## config.mk

```make
export PLATFORM = sky130hd
export DESIGN_NAME = port_upper_pin_function_mux
export DESIGN_NICKNAME = d
export VERILOG_FILES = /design/src/port_upper_pkg.sv /design/src/pin_owner_arbiter.sv /design/src/pin_input_capture.sv /design/src/port_upper_pin_function_mux.sv
export VERILOG_INCLUDE_DIRS = /design/src /design/src/src
export SDC_FILE = /design/constraint.sdc
export NUM_CORES = 1
export LEC_CHECK = 0
export ABC_AREA = 1
export BUFFER_PORTS_ARGS = -buffer_cell sky130_fd_sc_hd__buf_2
export CORE_MARGIN = 2
export CORE_UTILIZATION = 40
export CTS_CLUSTER_DIAMETER = 100
export DETAILED_ROUTE_END_ITERATION = 7
export GPL_TIMING_DRIVEN = 0
export PLACE_DENSITY = 0.72
export SLEW_MARGIN = 30
export SYNTH_ARGS = -nofsm -noshare
export SYNTH_HDL_FRONTEND = slang
export SYNTH_SLANG_ARGS = --single-unit
export TNS_END_PERCENT = 5
```

## constraint.sdc

```tcl
create_clock -name mclk -period 1.09 [get_ports mclk]
set_input_delay 0.0545 -clock mclk [delete_from_list [all_inputs] [get_ports mclk]]
set_output_delay 0.0545 -clock mclk [all_outputs]
set_load 0.02 [all_outputs]
```

## src/port_upper_cfg.svh

```systemverilog
// Register offsets, field positions, reset values and timing counts for the upper port mux
`ifndef PORT_UPPER_CFG_SVH
`define PORT_UPPER_CFG_SVH

// APB byte offsets, one aligned word each
`define PIN_LEVEL_OFF 12'h000
`define OUTPUT_LATCH_OFF 12'h004
`define DIRECTION_CTRL_OFF 12'h008

// Reset values: all pins inputs, latch cleared
`define OUTPUT_LATCH_RST 8'h00
`define DIRECTION_CTRL_RST 8'hff

// Pin positions handled by the mux
`define BIT_FIVE 5
`define BIT_SIX 6
`define BIT_SEVEN 7
`define UPPER_LSB 5

// Register width and pipeline depth of the pin outputs
`define PORT_WIDTH 8
`define OUT_PIPE_CYCLES 1

`endif

```

## src/port_upper_pkg.sv

```systemverilog
// Types shared by the upper port mux files
package port_upper_pkg;

    // Which source owns a pin
    typedef enum logic [3:0] {
        OWN_PORT = 4'b0001,
        OWN_PSP = 4'b0010,
        OWN_SER = 4'b0100,
        OWN_EXT = 4'b1000
    } owner_t;

    // Mode of the second serial module
    typedef enum logic [2:0] {
        SER_OFF = 3'b001,
        SER_SPI = 3'b010,
        SER_I2C = 3'b100
    } ser_mode_t;

    // Input buffer type applied to a pin
    typedef enum logic [2:0] {
        BUF_ST = 3'b001,
        BUF_TTL = 3'b010,
        BUF_I2C = 3'b100
    } buf_t;

endpackage : port_upper_pkg

```

## src/pin_owner_arbiter.sv

```systemverilog
// Fixed-priority source selection for one port pin
`timescale 1ns/100ps
module pin_owner_arbiter #(
    parameter bit HAS_EXT = 1'b1
) (
    input wire logic ext_en,
    input wire logic ext_read,
    input wire logic ext_out,
    input wire logic ser_req,
    input wire logic ser_out,
    input wire logic ser_oe,
    input wire logic psp_en,
    input wire logic psp_rd,
    input wire logic lat,
    input wire logic dir,
    output port_upper_pkg::owner_t owner,
    output logic pin_o,
    output logic pin_oe
);
    import port_upper_pkg::*;

    // Memory bus, then serial, then slave port, then plain port
    always_comb begin
        owner = OWN_PORT;
        pin_o = lat;
        pin_oe = ~dir;
        if (HAS_EXT && ext_en) begin
            owner = OWN_EXT;
            pin_o = ext_out;
            pin_oe = ~ext_read; // Direction bit ignored
        end else if (ser_req) begin
            owner = OWN_SER;
            pin_o = ser_out;
            pin_oe = ser_oe;
        end else if (psp_en) begin
            owner = OWN_PSP;
            pin_o = lat;
            pin_oe = psp_rd; // Host write leaves pin as input
        end
    end

endmodule : pin_owner_arbiter

```

## src/pin_input_capture.sv

```systemverilog
// Samples the port pins and latches bus and slave-port write data from them
`timescale 1ns/100ps
module pin_input_capture #(
    parameter int WIDTH = 8
) (
    input wire logic mclk,
    input wire logic rstn,
    input wire logic ce,
    input wire logic [WIDTH-1:0] pin_i,
    input wire logic ext_sample,
    input wire logic psp_write,
    output logic [WIDTH-1:0] pins_q,
    output logic [WIDTH-1:0] ext_data_q,
    output logic [WIDTH-1:0] psp_wdata_q
);

    // Pin levels as seen by the pin level register
    always_ff @(posedge mclk or negedge rstn) begin
        if (!rstn) begin
            pins_q <= '0;
        end else if (ce) begin
            pins_q <= pin_i;
        end
    end

    // Bus read data, only during read phases
    always_ff @(posedge mclk or negedge rstn) begin
        if (!rstn) begin
            ext_data_q <= '0;
        end else if (ce && ext_sample) begin
            ext_data_q <= pin_i;
        end
    end

    // Host write data into the slave port
    always_ff @(posedge mclk or negedge rstn) begin
        if (!rstn) begin
            psp_wdata_q <= '0;
        end else if (ce && psp_write) begin
            psp_wdata_q <= pin_i;
        end
    end

endmodule : pin_input_capture

```

## src/port_upper_pin_function_mux.sv

```systemverilog
// Upper port pin-function mux with its pin level, latch and direction registers
//
// The register addresses and the APB slave port were decided locally.
`timescale 1ns/100ps
`include "port_upper_cfg.svh"
module port_upper_pin_function_mux #(
    parameter bit LARGE_PACKAGE = 1'b1,
    parameter int WIDTH = `PORT_WIDTH
) (
    input wire logic mclk,
    input wire logic rstn,
    input wire logic ce,
    input wire logic psel,
    input wire logic penable,
    input wire logic pwrite,
    input wire logic [11:0] paddr,
    input wire logic [31:0] pwdata,
    output logic [31:0] prdata,
    output logic pready,
    output logic pslverr,
    input wire logic [WIDTH-1:0] pin_i,
    output logic [2:0] pin_o,
    output logic [2:0] pin_oe,
    output port_upper_pkg::buf_t buf_sel_five,
    output port_upper_pkg::buf_t buf_sel_six,
    output port_upper_pkg::buf_t buf_sel_seven,
    output logic smb_levels_sel,
    output logic [4:0] low_latch_o,
    output logic [4:0] low_dir_o,
    input wire logic ext_bus_en,
    input wire logic ext_bus_read,
    input wire logic [2:0] ext_bus_out,
    output logic [2:0] ext_bus_data_in,
    input wire logic slave_port_en,
    input wire logic rd_strobe_n_pin,
    input wire logic wr_strobe_n_pin,
    input wire logic cs_n_pin,
    output logic slave_port_read,
    output logic slave_port_write,
    output logic [2:0] slave_port_wdata,
    input wire port_upper_pkg::ser_mode_t ser_mode,
    input wire logic ser_smb_levels,
    input wire logic serial_clock_out,
    input wire logic two_wire_data_low,
    input wire logic two_wire_clock_low,
    output logic serial_data_in,
    output logic serial_clock_in,
    output logic slave_select_in,
    output logic two_wire_data_in,
    output logic two_wire_clock_in
);
    import port_upper_pkg::*;

    logic [WIDTH-1:0] output_latch_register_q;
    logic [WIDTH-1:0] direction_control_register_q;
    logic [WIDTH-1:0] pins_q;
    logic [WIDTH-1:0] ext_data_q;
    logic [WIDTH-1:0] psp_wdata_q;
    logic [2:0] ser_req;
    logic [2:0] ser_out;
    logic [2:0] ser_oe;
    logic [2:0] mux_o;
    logic [2:0] mux_oe;
    owner_t owner [3];
    logic ext_active;
    logic wr_en;
    logic addr_hit;
    logic spi_mode;
    logic i2c_mode;

    // Word-aligned decode of the three registers
    function automatic logic decode_hit(input logic [11:0] addr);
        decode_hit = (addr == `PIN_LEVEL_OFF) || (addr == `OUTPUT_LATCH_OFF)
                     || (addr == `DIRECTION_CTRL_OFF);
    endfunction : decode_hit

    // Buffer type while no peripheral overrides the pin
    function automatic buf_t port_buf(input logic ext_or_psp);
        port_buf = ext_or_psp ? BUF_TTL : BUF_ST;
    endfunction : port_buf

    // No wait states; unmapped words answer with an error
    assign addr_hit = decode_hit(paddr);
    assign pready = 1'b1;
    assign pslverr = psel && penable && !addr_hit;
    assign wr_en = ce && psel && penable && pwrite && addr_hit;
    assign ext_active = LARGE_PACKAGE && ext_bus_en;
    assign spi_mode = (ser_mode == SER_SPI);
    assign i2c_mode = (ser_mode == SER_I2C);

    // Writes to the pin level word land in the latch, as on a real port
    always_ff @(posedge mclk or negedge rstn) begin
        if (!rstn) begin
            output_latch_register_q <= `OUTPUT_LATCH_RST;
        end else if (wr_en && (paddr == `PIN_LEVEL_OFF || paddr == `OUTPUT_LATCH_OFF)) begin
            output_latch_register_q <= pwdata[WIDTH-1:0];
        end
    end

    // Direction bits, one per pin, 1 means input
    always_ff @(posedge mclk or negedge rstn) begin
        if (!rstn) begin
            direction_control_register_q <= `DIRECTION_CTRL_RST;
        end else if (wr_en && paddr == `DIRECTION_CTRL_OFF) begin
            direction_control_register_q <= pwdata[WIDTH-1:0];
        end
    end

    // Read data registered for the next access phase
    always_ff @(posedge mclk or negedge rstn) begin
        if (!rstn) begin
            prdata <= 32'h0000_0000;
        end else if (ce && psel && !penable) begin
            unique case (paddr)
                `PIN_LEVEL_OFF: prdata <= {24'h00_0000, pins_q};
                `OUTPUT_LATCH_OFF: prdata <= {24'h00_0000, output_latch_register_q};
                `DIRECTION_CTRL_OFF: prdata <= {24'h00_0000, direction_control_register_q};
                default: prdata <= 32'h0000_0000;
            endcase
        end
    end

    // Slave port strobes come from the neighbouring port's pins
    assign slave_port_read = slave_port_en && !cs_n_pin && !rd_strobe_n_pin;
    assign slave_port_write = slave_port_en && !cs_n_pin && !wr_strobe_n_pin;

    pin_input_capture #(
        .WIDTH(WIDTH)
    ) u_capture (
        .mclk(mclk),
        .rstn(rstn),
        .ce(ce),
        .pin_i(pin_i),
        .ext_sample(ext_active && ext_bus_read),
        .psp_write(slave_port_write),
        .pins_q(pins_q),
        .ext_data_q(ext_data_q),
        .psp_wdata_q(psp_wdata_q)
    );

    // Captured data handed to the bus and slave port, upper bits only
    assign ext_bus_data_in = ext_data_q[`BIT_SEVEN:`UPPER_LSB];
    assign slave_port_wdata = psp_wdata_q[`BIT_SEVEN:`UPPER_LSB];
    assign low_latch_o = output_latch_register_q[4:0];
    assign low_dir_o = direction_control_register_q[4:0];

    // Serial claims: two-wire pins are open drain, driving only low
    always_comb begin
        ser_req = 3'b000;
        ser_out = 3'b000;
        ser_oe = 3'b000;
        if (i2c_mode) begin
            ser_req[0] = 1'b1;
            ser_oe[0] = two_wire_data_low && direction_control_register_q[`BIT_FIVE];
            ser_req[1] = 1'b1;
            ser_oe[1] = two_wire_clock_low;
        end else if (spi_mode && !direction_control_register_q[`BIT_SIX]) begin
            ser_req[1] = 1'b1; // Master clock out
            ser_out[1] = serial_clock_out;
            ser_oe[1] = 1'b1;
        end
    end

    genvar gi;
    generate
        for (gi = 0; gi < 3; gi++) begin : g_pin
            pin_owner_arbiter #(
                .HAS_EXT(LARGE_PACKAGE)
            ) u_arb (
                .ext_en(ext_bus_en),
                .ext_read(ext_bus_read),
                .ext_out(ext_bus_out[gi]),
                .ser_req(ser_req[gi]),
                .ser_out(ser_out[gi]),
                .ser_oe(ser_oe[gi]),
                .psp_en(slave_port_en),
                .psp_rd(slave_port_read),
                .lat(output_latch_register_q[`UPPER_LSB+gi]),
                .dir(direction_control_register_q[`UPPER_LSB+gi]),
                .owner(owner[gi]),
                .pin_o(mux_o[gi]),
                .pin_oe(mux_oe[gi])
            );
        end
    endgenerate

    // Pin drive registered so the pad sees clean edges
    always_ff @(posedge mclk or negedge rstn) begin
        if (!rstn) begin
            pin_o <= 3'b000;
            pin_oe <= 3'b000;
        end else if (ce) begin
            pin_o <= mux_o;
            pin_oe <= mux_oe;
        end
    end

    // Serial inputs; slave select idles high unless SPI mode has bit seven as an input
    always_ff @(posedge mclk or negedge rstn) begin
        if (!rstn) begin
            serial_data_in <= 1'b0;
            serial_clock_in <= 1'b0;
            slave_select_in <= 1'b1;
            two_wire_data_in <= 1'b1;
            two_wire_clock_in <= 1'b1;
        end else if (ce) begin
            serial_data_in <= spi_mode && direction_control_register_q[`BIT_FIVE]
                              && pin_i[`BIT_FIVE];
            serial_clock_in <= spi_mode && direction_control_register_q[`BIT_SIX]
                               && pin_i[`BIT_SIX];
            slave_select_in <= !(spi_mode && direction_control_register_q[`BIT_SEVEN])
                               || pin_i[`BIT_SEVEN];
            two_wire_data_in <= !i2c_mode || pin_i[`BIT_FIVE];
            two_wire_clock_in <= !i2c_mode || pin_i[`BIT_SIX];
        end
    end

    // Input buffer per pin; bus uses TTL levels, slave port too except on two-wire pins five and six
    always_comb begin
        buf_sel_five = port_buf(ext_active || slave_port_en);
        buf_sel_six = port_buf(ext_active || slave_port_en);
        buf_sel_seven = port_buf(ext_active || slave_port_en);
        if (!ext_active && i2c_mode) begin
            buf_sel_five = BUF_I2C;
            buf_sel_six = BUF_I2C;
        end
        if (!ext_active && spi_mode && direction_control_register_q[`BIT_SEVEN]) begin
            buf_sel_seven = BUF_TTL;
        end
    end

    // SMBus thresholds follow the module only in two-wire mode
    assign smb_levels_sel = i2c_mode && ser_smb_levels;
endmodule : port_upper_pin_function_mux

```

==> key figures, run 1 <==
Timing
  • Post-route setup slack: -0.1847 ns
  • Max-slew violations: 0
  • Final Critical Period: around 1.3 ns
  • Final worst path period share: 116.9%
  • Slew margin rel.: approximately three fifths
  • Worst slew pin tran: slightly above 0.6 ns
  • Setup-failing EPs final: 5
  • Setup TNS: -0.4091 ns
  • Fmax: slightly below 800 MHz
  • Setup Skew: 0.002618 ns
  • RSZ-0062 raised after global routing: yes
  • Fin. Hold Viols: 0

Placed design
  • GPL Wtd Cong: around 0.86
  • Placed cell count: 516
  • Placed cell areas: about 3300 µm²
  • Pre-CTS setup slack: -0.1682 ns
  • Port bufs: 95
  • Detailed Place HPWL: 5.358 mm

CTS
  • Max H-tree Level: 2
  • Skew-Pair Late Insertion Delay: 0.30 ns
  • CTS tree: built
  • Clock transition at path regs: ~0.090 ns
  • Longest Clk Path Bufs: 2
  • Total CTS buffers: 5
  • CTS Sinks: just under 50
  • CTS root buf: clkbuf_8

Hold path
  • Hold Crit Class: input port to flop

Power and ir drop
  • Max IR drop VDD: ~0.62 mV
  • Pwr per Cell Area: roughly 1200 nW/µm²
  • P_leak: 2.110 nW
  • Final Total Pwr: ~4.3 mW

Floorplan
  • Die Height: approximately 85 µm
  • Num rows: 29
  • Io pins: around 150
  • Core ar.: around 6400 µm²
  • Die ar.: 7285 µm²
  • Die Width: 85.36 µm
  • Initial core utilization: about two fifths

Status
  • Failing checks: setup timing
  • Status: finished with violations

Worst setup path
  • Capturing point of the worst reg2reg path: pin_o[1]
  • FF-to-FF path depth: 6
  • Delay-heaviest family, CP: flip-flops
  • CP Cell Sequence: inv_2 -> nor2_4 -> nor2_2 -> inv_1 -> buf_6
  • R2r setup slk: -0.03 ns
  • Required time worst endpoint: ~1.0 ns
  • Crit path arrival time: about 1.2 ns
  • Slowest-stage cell, CP: dfstp_2
  • Slowest Stage Delay on Critical Path: about 0.55 ns
  • Critical path peak fanout: 2
  • Setup crit end: buf_sel_seven[1]
  • Stages on the worst setup path: 5
  • Critical Path Start: direction_control_register_q[7]
  • Worst path bufs/invs: 3
  • Crit path kind: flop to output port
  • R2r startpoint: direction_control_register_q[6]
  • CP Launch Type: flop
  • Crit end category: output port

GRT
  • Initial antenna violation count: 0
  • Grt ovf: 0
  • Pin count of the biggest net entering global routing: 50
  • First-pass GRT wire length: between 10 and 15 mm
  • GRT Util Overall: between 10% and 20%
  • Vias in the first global route: between 2,000 and 2,500

Synthesis
  • Post-synthesis sequential area ratio: 46.83%
  • Syn avg cell area: around 8.3 µm²
  • Post-Syn Area: ~2600 µm²
  • Post-Syn Instances: 320
  • Netlist cell types: 31
  • Number of synthesized register bits: 49
  • Warning count from the yosys run: 0

Finish
  • NumNets Final: approximately 540
  • Antenna diodes: 0
  • Finished Layout Cells: 542
  • Layout area overhead: 38.80%
  • Fill count: about 610
  • Design Area, Final: between 3000 and 4000 µm²
  • Share of cells above drive strength 1: a little under two fifths

Route
  • Final WL: 7.042 mm
  • Drt wl/cell: 12.99 µm
  • Vias per inst: between 4 and 5
  • First drt pass iteration count: 4
  • Vias: around 2,500
  • Post-DRT Antenna Nets: 0
  • DR iter-0 viols: 131
  • Remaining DRCs: 0

Flow run
  • Max Cap Viol: 0
-- per-layer routing --
metal	vias up	global-route usage (%)	part of all wire (%)
met1	1174	24.16	41
met3	11	2.626	5.6
met5	-	0	0
li1	1264	-	-
met2	73	34.66	51
met4	0	7.937	2.2
-- metrics by stage --
step,utilization (%),hold WS (ns)
final,57.54,0.006792
after global routing,57.54,0.01858
after CTS,57.07,0.005202
after detailed placement,51.94,0.1119
after global placement,51.90,0.2697
after floorplan,-,-0.2411
-- worst register-to-register path: stages, from the launching register on --
cell and delay (ns):
dfstp_2 0.56, inv_2 0.06, nand4_1 0.11, nand2_1 0.08, nand2_1 0.07, nand2_1 0.07
a21oi_2 0.12
-- flip-flops by register name (all words and copies together) (netlist names), 3 cells and up --
register / count
direction_control_register_q: 8
prdata: 8
output_latch_register_q: 8
pin_oe: 3
u_capture.ext_data_q: 3
u_capture.pins_q: 8
u_capture.psp_wdata_q: 3
pin_o: 3
-- cells in the mapped netlist, drive strengths merged --
master,instances,area [µm²]
dfrtp,38,950.9
a21oi,8,40.04
nor2,23,128.9
clkbuf,2,7.510
mux2,2,22.52
o21ai,20,103.9
nand2,92,357.8
buf,35,271.5
conb,2,7.510
nor3,1,5.000
nand3,40,200.2
nand4,3,33.78
nand3b,3,35.03
o31ai,3,22.52
dfstp,11,289.0
o21a,6,45.04
a31oi,2,12.51
o2111ai,1,8.760
inv,28,105.1
-- final cells by class --
| cell class | count | area, µm² | share of cell area (%) |
|---|---|---|---|
| flip-flops and latches | 49 | 1240 | 33.74 |
| multi-input cells | 230 | 1135 | 30.88 |
| repair buffers | 113 | 685.7 | 18.66 |
| plain buffers | 37 | 279.0 | 7.593 |
| inverters | 28 | 105.1 | 2.860 |
| well taps | 77 | 96.34 | 2.622 |
| clock buffers | 5 | 68.82 | 1.873 |
| clock inverters | 3 | 65.06 | 1.771 |
-- kinds of logic (layout without fill, tap and decap cells) --
kind of cell / Yosys count / after routing / share of synthesized area [%]
DFF: 49 / 49 / 46.83
AOI/OAI and AO/OA: 40 / 40 / 8.790
other: 2 / 26 / 0.2837
buffers and inverters: 65 / 186 / 14.51
muxes: 2 / 2 / 0.8506
and+or+nand+nor: 162 / 162 / 28.73
-- how the worst min path moves through the flow --
stage | from | endpoint | slack [ns] | depth (start not counted)
floorplan | rstn | output_latch_register_q[0] | -0.24 | 0
global placement | pin_i[2] | u_capture.pins_q[2] | 0.27 | 3
detailed placement | rstn | u_capture.psp_wdata_q[5] | 0.11 | 1
CTS | ext_bus_out[0] | pin_o[0] | 0.005 | 3
global route | ext_bus_out[0] | pin_o[0] | 0.02 | 3
finish | ext_bus_out[0] | pin_o[0] | 0.007 | 3
-- what timing repair did --
item / in CTS / in global routing
setup endpoints to repair: 9 / 17
hold buffers: 16 / 0
pin swaps: 2 / 0
buffers inserted: 2 / 0
resized for setup: 10 / 10
hold endpoints to repair: 54 / 0
-- report_power, final --
| group | switching (mW) | total (mW) | internal [mW] |
|---|---|---|---|
| combinational | 0.487 | 0.810 | 0.323 |
| clock | 0.615 | 1.53 | 0.911 |
| sequential | 0.0501 | 1.97 | 1.92 |
-- cell usage in the layout (no fill, tap or decap), types with 16 or more instances in the layout --
cell type,count
nand2_1,88
buf_2,88
nand3_1,40
buf_4,38
dfrtp_1,38
conb_1,26
inv_1,25
nor2_1,17
dlygate4sd3_1,16
Note: power is estimated with default switching activity, not from simulation.
==> run 2, diff against run 1 <==
--- a/config.mk
+++ b/config.mk
@@ -12,7 +12,6 @@
 export CORE_UTILIZATION = 40
 export CTS_CLUSTER_DIAMETER = 100
 export DETAILED_ROUTE_END_ITERATION = 7
-export GPL_TIMING_DRIVEN = 0
 export PLACE_DENSITY = 0.72
 export SLEW_MARGIN = 30
 export SYNTH_ARGS = -nofsm -noshare
==> key figures, run 2 (synthesis gave the netlist of run 1 again) <==
Finish
  • Register area: 1240 µm² (unchanged)
  • Layout area overhead: 33.36%
  • Most common cell after layout, fill and taps aside: nand2_1
  • Design Area, Final: 3531 µm² (-3.9%)
  • Fill count: 617 (+1.6%)
  • Most frequent cells in the layout: nand2_1, buf_2, nand3_1, dfrtp_1, inv_1
  • Multi-input gate area: 1129 µm² (-0.55%)
  • Share of cells above drive strength 1: 33.18% (-3.6 points)
  • NumNets Final: 516 (-4.1%)
  • Antenna diodes: 0 (unchanged)

Timing
  • Fmax: 787.8 MHz (+0.42%)
  • Post-route setup slack: -0.1794 ns (+0.005319 ns)
  • Setup Skew: 0.003600 ns (+0.0009818 ns)
  • Setup-failing EPs final: 2 (-3)
  • RSZ-0062 raised after global routing: yes
  • Fin. Hold Viols: 0 (unchanged)
  • Final Critical Period: 1.269 ns (-0.005319 ns)
  • Hold WS: 0.007518 ns (+0.0007254 ns)
  • Setup TNS: -0.3400 ns (+0.06911 ns)
  • Final worst path period share: 116.5% (-0.49 points)
  • Max-slew violations: 0 (unchanged)

Power and ir drop
  • P_leak: 1.997 nW (-5.4%)
  • Final Total Pwr: 4.025 mW (-6.6%)
  • Pwr per Cell Area: 1140 nW/µm² (-2.8%)
  • Max IR drop VDD: 0.5158 mV (-17%)

Floorplan
  • Die Height: 85.36 µm (unchanged)
  • Die Width: 85.36 µm (unchanged)
  • Die ar.: 7285 µm² (unchanged)
  • Io pins: 147 (unchanged)
  • Core ar.: 6386 µm² (unchanged)
  • Initial core utilization: 41.46% (unchanged)
  • Num rows: 29 (unchanged)

Status
  • Status: finished with violations
  • Failing checks: setup timing

GRT
  • GRT Util Overall: 18.05% (-1.6 points)
  • First-pass GRT wire length: 10.67 mm (-6.6%)
  • Pin count of the biggest net entering global routing: 50 (unchanged)
  • Grt ovf: 0 (unchanged)
  • Vias in the first global route: 2,313 (-6.9%)
  • Initial antenna violation count: 0 (unchanged)

Route
  • Drt wl/cell: 12.27 µm (-5.6%)
  • Final WL: 6.381 mm (-9.4%)
  • Post-DRT Antenna Nets: 0 (unchanged)
  • First drt pass iteration count: 4 (unchanged)
  • DR iter-0 viols: 143 (+9.2%)
  • Remaining DRCs: 0 (unchanged)
  • Vias per inst: 4.717 (+1.4%)
  • Vias: 2,453 (-2.7%)

Flow run
  • Max Cap Viol: 0 (unchanged)

Worst setup path
  • Crit path arrival time: 1.21 ns (about the same)
  • Capturing point of the worst reg2reg path: pin_oe[1]
  • Slowest-stage cell, CP: dfstp_2
  • Crit end category: output port
  • Crit path kind: flop to output port
  • Slowest Stage Delay on Critical Path: 0.55 ns (about the same)
  • Delay-heaviest family, CP: flip-flops
  • R2r setup slk: 0.03 ns (+0.06 ns)
  • Required time worst endpoint: 1.04 ns (about the same)
  • CP Cell Sequence: inv_2 -> nor2_4 -> nor2_2 -> inv_1 -> buf_6
  • Worst path bufs/invs: 3 (unchanged)
  • CP Launch Type: flop
  • R2r startpoint: direction_control_register_q[6]
  • Critical path peak fanout: 2 (unchanged)
  • FF-to-FF path depth: 5 (-1)

Placed design
  • Port bufs: 96 (+1.1%)
  • Pre-CTS setup slack: -0.1090 ns (+0.05918 ns)
  • Placed cell areas: 3196 µm² (-3.7%)
  • Detailed Place HPWL: 4.955 mm (-7.5%)
  • GPL Wtd Cong: 0.8442 (-1.8%)

CTS
  • Total CTS buffers: 5 (unchanged)
  • Clock transition at path regs: 0.09 ns (about the same)
  • Max H-tree Level: 2 (unchanged)
  • CTS Sinks: 49 (unchanged)
  • CTS root buf: clkbuf_8
  • Skew-Pair Late Insertion Delay: 0.30 ns (about the same)
  • Longest Clk Path Bufs: 2 (unchanged)
  • CTS tree: built

Hold path
  • Hold depth: 3 (unchanged)
  • Hold Crit Class: input port to flop
  • Worst min-delay path startpoint: ext_bus_out[0]
  • Hold path endpoint: pin_o[0]
## run 2: cell types whose count changed in the layout (fill, tap and decap cells not counted), moves of 2 or more
| cell | previous run | this run |
|---|---|---|
| buf_12 | 0 | 4 |
| inv_1 | 25 | 27 |
| clkbuf_1 | 2 | 0 |
| buf_4 | 38 | 16 |
| inv_2 | 3 | 1 |
## run 2: how the worst max path moves through the flow
stage	startpoint	end	slack, ns	cells past startpoint
3_3_place_gp	paddr[11]	direction_control_register_q[6]	-0.06	7
4_1_cts	direction_control_register_q[7]	buf_sel_seven[1]	-0.18	5
2_1_floorplan	direction_control_register_q[6]	pin_oe[1]	0.03	5
3_5_place_dp	paddr[7]	direction_control_register_q[6]	-0.11	7
5_1_grt	direction_control_register_q[7]	buf_sel_seven[1]	-0.22	5
6_report	direction_control_register_q[7]	buf_sel_seven[1]	-0.18	5
## run 2: power by group
group          internal, mW  total [mW]  switching (mW)
sequential             1.92        1.98          0.0535
combinational         0.283       0.754           0.471
clock                 0.687        1.30           0.608
total                  2.89        4.03            1.13
## run 2: worst min-delay path, cell delays in order
cell and delay, ns:
buf_2 0.08, nand3_1 0.07, nand3_1 0.08
## run 2: repair_timing
item | 4_1_cts | 5_1_grt
endpoints found under the setup margin | 5 | 12
resized for setup | 9 | 8
setup buffers | 2 | 0
hold buffers | 15 | 1
hold endpoints to repair | 65 | 1
pin swaps | 1 | 1
## run 2: routing by layer
layer / vias to the layer above / wire (µm) / global-route usage, % / part of all wire, %
met4: 0 / 137 / 6.782 / 2.1
met1: 1140 / 2764 / 24.25 / 43
met2: 78 / 3155 / 28.69 / 49
met5: - / 0 / 0 / 0
met3: 12 / 324 / 3.891 / 5.1
li1: 1223 / - / - / -
## run 2: per-stage QoR
stage / util [%] / instances
global route: 55.29 / 520
detailed placement: 50.04 / 494
finish: 55.29 / 520
global placement: 50.04 / 494
floorplan: - / 344
CTS: 54.76 / 519
## run 2: cell type report
cell class	instances	area share, %
clock buffer	5	1.949
clock inverter	3	1.311
inverter	28	2.977
multi-input combinational	230	31.96
sequential	49	35.12
tap	77	2.729
timing repair buffer	128	23.95
==> run 3, diff against run 2 <==
--- a/config.mk
+++ b/config.mk
@@ -7,12 +7,12 @@
 export NUM_CORES = 1
 export LEC_CHECK = 0
 export ABC_AREA = 1
-export BUFFER_PORTS_ARGS = -buffer_cell sky130_fd_sc_hd__buf_2
 export CORE_MARGIN = 2
-export CORE_UTILIZATION = 40
+export CORE_UTILIZATION = 57
 export CTS_CLUSTER_DIAMETER = 100
 export DETAILED_ROUTE_END_ITERATION = 7
-export PLACE_DENSITY = 0.72
+export DONT_BUFFER_PORTS = 1
+export PLACE_DENSITY = 0.71
 export SLEW_MARGIN = 30
 export SYNTH_ARGS = -nofsm -noshare
 export SYNTH_HDL_FRONTEND = slang
==> key figures, run 3 (synthesis gave the netlist of run 1 again) <==
Finish
  • Fin util: 69.81% (+15 points)
  • Most common cell after layout, fill and taps aside: nand2_1
  • Design Area, Final: 3082 µm² (-13%)
  • Layout area overhead: 16.40%
  • Antenna diodes: 0 (unchanged)
  • NumNets Final: 440 (-15%)
  • Share of cells above drive strength 1: 16.35% (-17 points)
  • Most frequent cells in the layout: nand2_1, nand3_1, dfrtp_1, inv_1, conb_1

CTS
  • CTS Sinks: 49 (unchanged)
  • Post-CTS Hold Buffers: 26 (+11)
  • Longest Clk Path Bufs: 2 (unchanged)
  • Total CTS buffers: 5 (unchanged)
  • Skew-Pair Late Insertion Delay: 0.30 ns (about the same)
  • CTS tree: built
  • Clock transition at path regs: 0.09 ns (about the same)
  • CTS root buf: clkbuf_8
  • Max H-tree Level: 2 (unchanged)

Route
  • Final WL: 6.114 mm (-4.2%)
  • WL met1: 2.618 mm (-5.3%)
  • Drt wl/cell: 14.59 µm (+19%)
  • Wire length on met3: 506 µm (+56%)
  • Post-DRT Antenna Nets: 0 (unchanged)
  • First drt pass iteration count: 4 (unchanged)
  • Vias per inst: 5.200 (+10%)
  • Metal2 WL: 2.854 mm (-9.5%)
  • Top sig layer: met4
  • DR iter-0 viols: 99 (-31%)
  • Remaining DRCs: 0 (unchanged)
  • Vias: 2,179 (-11%)

Status
  • Failing checks: hold timing, setup timing
  • Status: finished with violations

Floorplan
  • Initial core utilization: 59.98% (+19 points)
  • Core ar.: 4414 µm² (-31%)
  • Die Height: 72.15 µm (-15%)
  • Die ar.: 5206 µm² (-29%)
  • Num rows: 24 (-17%)
  • Io pins: 147 (unchanged)
  • Die Width: 72.15 µm (-15%)

Timing
  • Setup TNS: -0.2409 ns (+0.09906 ns)
  • Max-slew violations: 0 (unchanged)
  • Post-route setup slack: -0.1309 ns (+0.04843 ns)
  • Setup-failing EPs final: 3 (+1)
  • Fmax: 819.0 MHz (+4.0%)
  • Final worst path period share: 112.0% (-4.4 points)
  • Hold WS: -0.5596 ns (-0.5671 ns)
  • Fin. Hold Viols: 49 (+49)
  • Setup Skew: 0.01315 ns (+0.009551 ns)
  • RSZ-0062 raised after global routing: yes
  • Final Critical Period: 1.221 ns (-0.04843 ns)

Power and ir drop
  • Max IR drop VDD: 0.5287 mV (+2.5%)
  • Gate power share: 13.3% (-5.4 points)
  • Clk pwr share: 28.5% (-3.7 points)
  • Switch share: 28.34% (+0.21 points)
  • Net switching power: 1.010 mW (-11%)
  • Seq pwr share: 58.1% (+9.0 points)
  • Int Pwr: 2.553 mW (-12%)
  • Pwr per Cell Area: 1156 nW/µm² (+1.4%)
  • P_leak: 1.644 nW (-18%)

Placed design
  • GPL Wtd Cong: 0.7821 (-7.4%)
  • Detailed Place HPWL: 4.320 mm (-13%)
  • Port bufs: 0 (-100%)
  • Placed cell areas: 2709 µm² (-15%)

GRT
  • First-pass GRT wire length: 9.825 mm (-8.0%)
  • Initial antenna violation count: 0 (unchanged)
  • Grt ovf: 0 (unchanged)
  • Pin count of the biggest net entering global routing: 50 (unchanged)
  • GRT Util Overall: 24.25% (+6.2 points)
  • Vias in the first global route: 2,054 (-11%)

Worst setup path
  • Slowest-stage cell, CP: dfstp_2
  • Delay-heaviest family, CP: flip-flops
  • Slowest Stage Delay on Critical Path: 0.55 ns (about the same)
  • Critical path peak fanout: 2 (unchanged)
  • CP Launch Type: flop
  • Crit path kind: flop to output port
  • Worst path bufs/invs: 2 (-1)
  • Crit end category: output port
  • Required time worst endpoint: 1.04 ns (about the same)
  • CP Cell Sequence: inv_2 -> nor2_4 -> nor2_2 -> buf_6
  • Crit path arrival time: 1.17 ns (-0.04 ns)

Hold path
  • Hold Crit Class: input port to asynchronous set/reset pin

Flow run
  • Max Cap Viol: 0 (unchanged)
run 3: cell types whose count changed in the layout (fill, tap and decap cells not counted):
cell,before,now
buf_4,16,25
inv_1,27,26
buf_2,88,0
clkinv_4,1,0
buf_12,4,0
clkinv_2,0,1
buf_6,4,1
clkbuf_1,0,2
clkinvlp_4,1,0
inv_2,1,2
bufinv_16,1,0
dlygate4sd3_1,16,25
dlymetal6s4s_1,0,1
run 3: through the flow:
step,std cells,power (mW),worst slack (ns)
final,419,3.563,-0.1309
after global routing,419,3.725,-0.1822
after CTS,419,3.579,-0.1320
after detailed placement,383,2.481,-0.04486
after global placement,383,2.467,0.008681
after floorplan,344,2.472,0.03344
run 3: worst paths after layout:
path	from	endpoint	slack, ns	cells after the start
setup / recovery	direction_control_register_q[7]	buf_sel_seven[0]	-0.13	4
hold / removal	rstn	output_latch_register_q[6]	-0.56	0
setup reg to reg	direction_control_register_q[6]	serial_clock_in	-0.01	3
hold reg to reg	u_capture.pins_q[3]	u_capture.pins_q[3]	0.48	2
max in group asynchronous	rstn	two_wire_data_in	1.47	0
min in group mclk	two_wire_data_low	pin_oe[0]	0.01	4
run 3: metal layers:
metal | track usage [%] | vias to the layer above
met2 | 36.49 | 103
li1 | - | 1071
met5 | 0 | -
met4 | 8.386 | 0
met3 | 6.806 | 11
met1 | 33.95 | 994
run 3: final cells by class:
type / instances / area (µm²)
well taps: 52 / 65.06
fillers: 385 / 1333
clock buffers: 7 / 76.32
inverters: 28 / 105.1
flip-flops and latches: 49 / 1240
multi-input cells: 230 / 1129
repair buffers: 52 / 461.7
clock inverters: 1 / 5.005
run 3: worst register-to-register path, stage by stage (launching register included):
cell     delay [ns]
dfstp_2        0.54
inv_1          0.07
buf_4          0.14
o31ai_1        0.25
run 3: power by group through the flow:
stage / registers, mW / logic [mW] / clock network (mW)
5_1_grt: 2.09 / 0.525 / 1.11
3_3_place_gp: 2.10 / 0.364 / 0
4_1_cts: 2.07 / 0.466 / 1.04
2_1_floorplan: 2.10 / 0.377 / 0
6_report: 2.07 / 0.475 / 1.02
3_5_place_dp: 2.11 / 0.374 / 0
run 3: timing repair:
action / CTS / global route
endpoints found under the setup margin: 5 / 16
gates cloned: 0 / 0
pin swaps: 2 / 0
gates resized for setup: 7 / 1
hold endpoints to repair: 84 / 49
setup buffers: 2 / 0
